--- src/verilog/pcs_defines.vh ---
/*
 * Constants for the program counter sequencer: widths, field
 * positions, reset value and the next-address select codes.
 * Assumes nothing beyond a Verilog-2005 compiler.
 */
`ifndef PCS_DEFINES_VH
`define PCS_DEFINES_VH

`define PCS_PC_WIDTH 11
`define PCS_PC_RESET 11'h000
`define PCS_PAGE_LSB 6
`define PCS_PAGE_BITS 5
`define PCS_SHORT_BITS 6
`define PCS_SCALL_ZERO_BITS 3
`define PCS_SCALL_BITS 8
`define PCS_LONG_BR_LEN 11'h002
`define PCS_SHORT_BR_LEN 11'h001
`define PCS_VECTOR_WIDTH 8

`define PCS_OP_SEQ 3'h0
`define PCS_OP_LONG_BR 3'h1
`define PCS_OP_SHORT_BR 3'h2
`define PCS_OP_CALL 3'h3
`define PCS_OP_SHORT_CALL 3'h4
`define PCS_OP_SUB_RET 3'h5
`define PCS_OP_INT_RET 3'h6
`define PCS_OP_INT_ACCEPT 3'h7

`endif

--- src/verilog/pcs_program_counter_sequencer.v ---
/*
 * Program counter sequencer: holds the 11-bit fetch address and
 * selects its next value once per accepted instruction step.
 * Assumes the decoder presents op, length, immediates and the branch
 * condition flag in the same cycle as i_step, and that the return
 * stack supplies the popped address combinationally with i_step.
 */
`timescale 1ns/10ps
`include "pcs_defines.vh"

module pcs_program_counter_sequencer
#(
    parameter PC_WIDTH = `PCS_PC_WIDTH
)
(
    input wire i_ref_clk,
    input wire i_resetn,
    input wire i_step,
    input wire [2:0] i_op,
    input wire [1:0] i_instr_len,
    input wire i_branch_condition_flag,
    input wire [PC_WIDTH-1:0] i_imm_addr,
    input wire [`PCS_SCALL_BITS-1:0] i_short_call_imm,
    input wire [`PCS_VECTOR_WIDTH-1:0] i_int_vector,
    input wire [PC_WIDTH-1:0] i_stack_addr,
    output wire [PC_WIDTH-1:0] o_fetch_addr,
    output wire o_push,
    output wire o_push_flags,
    output wire [PC_WIDTH-1:0] o_push_addr,
    output wire o_pop
);

    // ========================================================
    // Helpers
    // ========================================================
    // Counter arithmetic wraps modulo the address space
    function [PC_WIDTH-1:0] add_len;
        input [PC_WIDTH-1:0] base;
        input [PC_WIDTH-1:0] len;
        begin
            add_len = base + len;
        end
    endfunction

    // Decode of the op field shared by the stack strobes and the push address select
    function op_is;
        input [2:0] op;
        input [2:0] code;
        begin
            op_is = (op == code);
        end
    endfunction

    // Joins a page number with the six-bit in-page offset
    function [PC_WIDTH-1:0] page_join;
        input [`PCS_PAGE_BITS-1:0] page;
        input [PC_WIDTH-1:0] imm;
        begin
            page_join = {page, imm[`PCS_SHORT_BITS-1:0]};
        end
    endfunction

    // ========================================================
    // State and candidate addresses
    // ========================================================
    reg [PC_WIDTH-1:0] program_counter;
    reg [PC_WIDTH-1:0] next_program_counter;
    wire [PC_WIDTH-1:0] len_ext;
    wire [PC_WIDTH-1:0] seq_addr;
    wire [PC_WIDTH-1:0] long_skip_addr;
    wire [PC_WIDTH-1:0] short_skip_addr;
    wire [PC_WIDTH-1:0] short_page_addr;
    wire [PC_WIDTH-1:0] short_carry_addr;
    wire [`PCS_PAGE_BITS-1:0] page_now;
    wire [`PCS_PAGE_BITS-1:0] page_next;
    wire at_page_end;
    wire op_call;
    wire op_short_call;
    wire op_sub_ret;
    wire op_int_ret;
    wire op_int_accept;

    // Flat address space: no bank register anywhere
    assign len_ext = {{(PC_WIDTH-2){1'b0}}, i_instr_len};
    assign seq_addr = add_len(program_counter, len_ext);
    assign long_skip_addr = add_len(program_counter,
        `PCS_LONG_BR_LEN);
    // Untaken short branch steps over its own single byte
    assign short_skip_addr = add_len(program_counter,
        `PCS_SHORT_BR_LEN);
    assign page_now = program_counter[PC_WIDTH-1:`PCS_PAGE_LSB];
    // Last of the 64 offsets in a page
    assign at_page_end =
        &program_counter[`PCS_SHORT_BITS-1:0];
    // Page wraps modulo the 2048-byte space
    assign page_next = page_now
        + {{(`PCS_PAGE_BITS-1){1'b0}}, 1'b1};
    assign short_page_addr = page_join(page_now, i_imm_addr);
    assign short_carry_addr = page_join(page_next, i_imm_addr);

    // ========================================================
    // Op decode
    // ========================================================
    // Strobes are gated by i_step; the push address is not,
    // which saves a mux and is harmless while o_push is low
    assign op_call = op_is(i_op, `PCS_OP_CALL);
    assign op_short_call = op_is(i_op, `PCS_OP_SHORT_CALL);
    assign op_sub_ret = op_is(i_op, `PCS_OP_SUB_RET);
    assign op_int_ret = op_is(i_op, `PCS_OP_INT_RET);
    assign op_int_accept = op_is(i_op, `PCS_OP_INT_ACCEPT);

    // ========================================================
    // Next address select
    // ========================================================
    // Hold is the default, so an idle cycle never moves the fetch
    always @*
    begin
        next_program_counter = program_counter;
        if (i_step)
        begin
            case (i_op)
                `PCS_OP_SEQ:
                begin
                    next_program_counter = seq_addr;
                end
                `PCS_OP_LONG_BR:
                begin
                    if (i_branch_condition_flag)
                    begin
                        next_program_counter = i_imm_addr;
                    end
                    else
                    begin
                        next_program_counter = long_skip_addr;
                    end
                end
                `PCS_OP_SHORT_BR:
                begin
                    if (!i_branch_condition_flag)
                    begin
                        next_program_counter = short_skip_addr;
                    end
                    else if (at_page_end)
                    begin
                        next_program_counter = short_carry_addr;
                    end
                    else
                    begin
                        next_program_counter = short_page_addr;
                    end
                end
                `PCS_OP_CALL:
                begin
                    next_program_counter = i_imm_addr;
                end
                `PCS_OP_SHORT_CALL:
                begin
                    next_program_counter =
                        {{`PCS_SCALL_ZERO_BITS{1'b0}},
                        i_short_call_imm};
                end
                `PCS_OP_SUB_RET, `PCS_OP_INT_RET:
                begin
                    next_program_counter = i_stack_addr;
                end
                `PCS_OP_INT_ACCEPT:
                begin
                    next_program_counter =
                        {{(PC_WIDTH-`PCS_VECTOR_WIDTH){1'b0}},
                        i_int_vector};
                end
                // Unreachable with three op bits; steps on safely
                default:
                begin
                    next_program_counter = seq_addr;
                end
            endcase
        end
    end

    // ========================================================
    // Counter register
    // ========================================================
    // Reset loads a constant only, never a feedback value
    always @(posedge i_ref_clk or negedge i_resetn)
    begin
        if (!i_resetn)
        begin
            program_counter <= `PCS_PC_RESET;
        end
        else
        begin
            program_counter <= next_program_counter;
        end
    end

    // ========================================================
    // Fetch and stack side
    // ========================================================
    assign o_fetch_addr = program_counter;
    // Call and short_call return past themselves; interrupts resume at the
    // instruction not yet executed, so the counter is saved as is.
    assign o_push = i_step &
        (op_call | op_short_call | op_int_accept);
    assign o_push_flags = i_step & op_int_accept;
    assign o_push_addr = op_int_accept ?
        program_counter : seq_addr;
    // Either return pops exactly one stack entry
    assign o_pop = i_step & (op_sub_ret | op_int_ret);

endmodule // pcs_program_counter_sequencer

--- config.mk ---
export PLATFORM = sky130hd
export DESIGN_NAME = pcs_program_counter_sequencer
export DESIGN_NICKNAME = d
export VERILOG_FILES = /design/src/verilog/pcs_program_counter_sequencer.v
export VERILOG_INCLUDE_DIRS = /design/src /design/src/verilog
export SDC_FILE = /design/constraint.sdc
export NUM_CORES = 1
export LEC_CHECK = 0
export CAP_MARGIN = 5
export CORE_MARGIN = 5
export CORE_UTILIZATION = 65
export CTS_CLUSTER_DIAMETER = 100
export DETAILED_ROUTE_END_ITERATION = 16
export DONT_BUFFER_PORTS = 1
export HOLD_SLACK_MARGIN = 0.1
export PLACE_DENSITY = 0.81
export SLEW_MARGIN = 0
export SYNTH_ARGS = -nofsm -noshare
export SYNTH_HDL_FRONTEND = slang
export SYNTH_SLANG_ARGS = --single-unit
--- constraint.sdc ---
create_clock -name i_ref_clk -period 3.8 [get_ports i_ref_clk]
set_clock_uncertainty 0.05 [all_clocks]
set_input_delay 0.57 -clock i_ref_clk [delete_from_list [all_inputs] [get_ports i_ref_clk]]
set_output_delay 0.57 -clock i_ref_clk [all_outputs]
set_load 0.1 [all_outputs]
; Yosys cells after proc, flatten, opt, wreduce, memory -nomap -nowiden
; Cells that the tools add are included.
[totals]
ff_bits = 11
word_cells = 29
in_bits = 47
output_inout_bits = 25
[classes]
n_reduce_logical = 4
n_mux = 5
add_sub_neg = 4
n_eq_ne = 8
bitwise = 6
[op_table]
columns = operator, count
row1 = $pmux W11 S7, 1
row2 = $mux W11, 4
row3 = $eq A3 B3 Y1 const B, 4
row4 = $add A11 B1 Y11 const B, 1
row5 = $add A11 B2 Y11, 1
row6 = $add A11 B2 Y11 const B, 1
row7 = $eq A3 B2 Y1 const B, 2
row8 = $reduce_and A6 Y1, 1
row9 = $add A5 B1 Y5 const B, 1
row10 = $and A1 B1 Y1, 3
row11 = $eq A3 B1 Y1 const B, 1
row12 = $logic_not A3 Y1, 1
row13 = $ne A3 B3 Y1 const B, 1
row14 = $or A1 B1 Y1, 3
row15 = $reduce_and A2 Y1, 1
row16 = $reduce_or A2 Y1, 1

; Depth between registers and ports, before layout
[logic_depth]
depth_word = 4
depth_mapped = 8

; Worst setup path after synthesis
; No wires, ideal clock.
[synth_timing]
path_type = flip-flop to output port
startpoint = register program_counter[0], in the netlist o_fetch_addr[0]
endpoint = output o_push_addr[8]
t_arrival_ns = 3.757
path_buffers = 0
t_required_ns = 3.180
setup_slack_ns = -0.577
stages_incl_launch_ff = 7
path_cell_list = dfrtp_1 ha_1 inv_1 fa_1 nor2_1 nand3_1 xnor2_1
[synth_via]
elab_chain_cells = 2
[synth_lines]
columns = element, line
row1 = "start, declared", pcs_program_counter_sequencer.v:66  ; reg [PC_WIDTH-1:0] program_counter;
row2 = "start signal, assigned", pcs_program_counter_sequencer.v:189  ; program_counter <= `PCS_PC_RESET;
row3 = "start signal, assigned", pcs_program_counter_sequencer.v:193  ; program_counter <= next_program_counter;
row4 = $add A11 B2 Y11, pcs_program_counter_sequencer.v:41  ; add_len = base + len;
row5 = $mux W11, pcs_program_counter_sequencer.v:206  ; assign o_push_addr = op_int_accept ?
row6 = "end, declared", pcs_program_counter_sequencer.v:29  ; output wire [PC_WIDTH-1:0] o_push_addr,
; Every way passes these cells.

; Final worst setup path
[layout_timing]
startpoint = register program_counter[0], in the netlist o_fetch_addr[0]
endpoint = output o_push_addr[10]
; Same word-level chain as after synthesis.

==> flow_summary.yaml <==
placement:
  post-place-ws_ps: 832.1
  place_hpwl_um: 4579
  place_area_um2: 2231
  io_buffers: 0
  dp_cells: 306
  place_congestion: 0.9147
worst_hold_path:
  hold_path_class: "in2reg"
  hp-start: "i_step"
  hold_end: "o_fetch_addr[1]"
  holdPathStages: 1
sta:
  finalHoldViolations: 0
  tightest_slew_ps: 968.8
  fin_tns_setup_ps: 0
  rsz0062_at_grt: "no"
  period_minus_slack_ps: 3093
  slew_viol_final: 0
  finalSetupViolCount: 0
  slew-limit-headroom_pct: 35.86
  timing.fmax_ghz: 0.3233
  setup_ws_ps: 706.7
  fin_crit_sh_pct: 81.40
  fin_hold_ws_ps: 322.5
clocking:
  numCtsBuffers: 3
  clk_latency_ps: 290
  clock-root-buffer: "clkbuf_4"
  cts_tree: "done"
  htree_levels: 1
  cts.repair.resized: 0
  cts.sinks: 11
  clk_pin_slew_worst_paths_ps: 80
  clk_path_buf_depth: 2
routing:
  drc_errors: 0
  ant_nets: 0
  drtIter0Drc: 198
  via_count: 2228
  first_pass_iters: 5
  wl_per_cell_um: 19.56
  via_per_inst: 7.164
  drt_wl_total_um: 6083
floorplan:
  die-area_um2: 4271
  die_h_um: 65.36
  rows: 20
  die_w_um: 65.36
  io_pins: 72
  start_util_pct: 66.33
  core_um2: 3003
worst_setup_path:
  critical_path_required_ps: 3180
  crit_path_end_kind: "output pin"
  reg2reg_from: "o_fetch_addr[2]"
  worstPathArrival_ps: 2470
  cp_max_fo: 7
  cp_cell_sequence: "ha_1 > inv_1 > fa_1 > nor2_1 > nand2_1 > nor2_1 > xor2_4 > buf_12"
  startpoint_type: "flop"
  cp_slowest_cell: "fa_1"
  reg2reg_setup_slack_ps: 1420
  slowest_delay_ps: 480
  reg2reg_depth: 6
  crit_path_frequent_cell: "nor2_1"
  r2r-end: "o_fetch_addr[6]"
  criticalPathCategory: "reg2out"
synth:
  synth_edf_count: 0
  synth_area_um2: 1992
  netlist.top_cell.by_area: "dfrtp_1"
  yosys_warnings: 0
  yosysMostFrequentCell: "nand2_1"
  synth_flop_cell: "dfrtp_1"
  synth_cell_types: 68
  synth_fp_nets: 327
  syn_avg_cell_area_um2: 7.270
  yosysTopAreaCellShare_pct: 13.82
  synth_seq_area_share_pct: 13.82
  yosys-top-cells-area: "dfrtp_1, nand2_1, o21ai_0"
  ys_ff_latch: 11
  synth_cells: 274
  async_reset_ff_share_pct: 100.0
  synth_top_cells_by_count: "nand2_1, o21ai_0, a21oi_1, nor2_1, buf_2"
global_route:
  grt_pass1_vias: 2002
  track_usage_pct: 29.62
  grt_pass1_wl_um: 9991
  grt_overflow_total: 0
  antenna_found_initial: 0
  grt_max_degree: 35
cells_and_area:
  multi_input_area_um2: 1633
  final_area_um2: 2268
  n_fill_cell: 226
  areaGrowthSynthToFinish_pct: 13.88
  final_nets: 332
  largest_reg_flops: 11
  diodes: 0
  stdcell_count: 311
  drive_gt1_share_pct: 17.99
  ff_latch_area_um2: 275.3
power_and_ir_drop:
  p_leak_nw: 0.8471
  peakVddDrop_v: 0.0002150
  power.density_nw_per_um2: 450.4
flow_run:
  cap_violations: 0
outcome:
  status: "finished, final reports clean"
## metrics by stage
stage	power, mW	util (%)
finish	1.022	75.54
global route	1.065	75.54
CTS	1.018	75.54
detailed placement	0.9279	74.29
global placement	0.9187	74.29
floorplan	0.7885	-
## routing by layer
| layer | share of wire (%) | track usage [%] | vias up | wire (µm) |
|---|---|---|---|---|
| met3 | 11 | 2.564 | 16 | 658 |
| met1 | 42 | 42.93 | 1022 | 2547 |
| met5 | 0 | 0 | - | 0 |
| met2 | 45 | 46.02 | 160 | 2757 |
| met4 | 2.0 | 9.845 | 0 | 119 |
| li1 | - | - | 1030 | - |
## worst max path at each step
stage	from	to	slack [ps]	cells after the start
after floorplan	o_fetch_addr[0]	o_push_addr[6]	-570	6
after global placement	i_instr_len[0]	o_push_addr[10]	880	8
after detailed placement	i_instr_len[0]	o_push_addr[10]	830	8
after CTS	o_fetch_addr[0]	o_push_addr[10]	730	8
after global routing	o_fetch_addr[0]	o_push_addr[10]	580	8
final	o_fetch_addr[0]	o_push_addr[10]	710	8
## worst max-delay path: cells and delay by family, from the launching register on
family        cells  cell delay, ps
buf+inv           2             240
flops             1             370
xor+xnor          1             190
fa+ha+maj         2             660
simple gates      3             730
## final cells by class
type	count	area share, %
timing repair buffer	24	11.36
clock buffer	3	0.9928
clock inverter	1	0.2206
inverter	9	1.489
tap	33	1.820
multi-input combinational	230	71.98
sequential	11	12.13
## logic make-up after synthesis
logic type	synth area share (%)
simple gates	28.33
flops	13.82
compound gates	32.66
buf+inv	8.543
fa+ha+maj	4.146
xor+xnor	8.354
mux	4.146
## what timing repair did
action,in CTS,in global routing
buffers inserted,0,0
hold endpoints to repair,11,0
setup endpoints to repair,0,0
hold buffers,1,0
## cells in the final DEF, fill, tap and decap left out, drive strengths merged, types with 7 or more instances in the layout
master | netlist | layout
o21ai | 24 | 24
nand2 | 32 | 32
inv | 8 | 8
a21oi | 16 | 16
xor2 | 11 | 11
nand3 | 9 | 9
nand2b | 7 | 7
nor3 | 11 | 11
buf | 20 | 23
dfrtp | 11 | 11
nor2 | 14 | 14
xnor2 | 8 | 8
## where the power goes
part           switching, mW  leakage, nW  internal, mW
clock                 0.0481       0.0177        0.0392
sequential            0.0300        0.129         0.137
combinational          0.564        0.700         0.203
No activity file was read; power rests on OpenSTA's default activity.
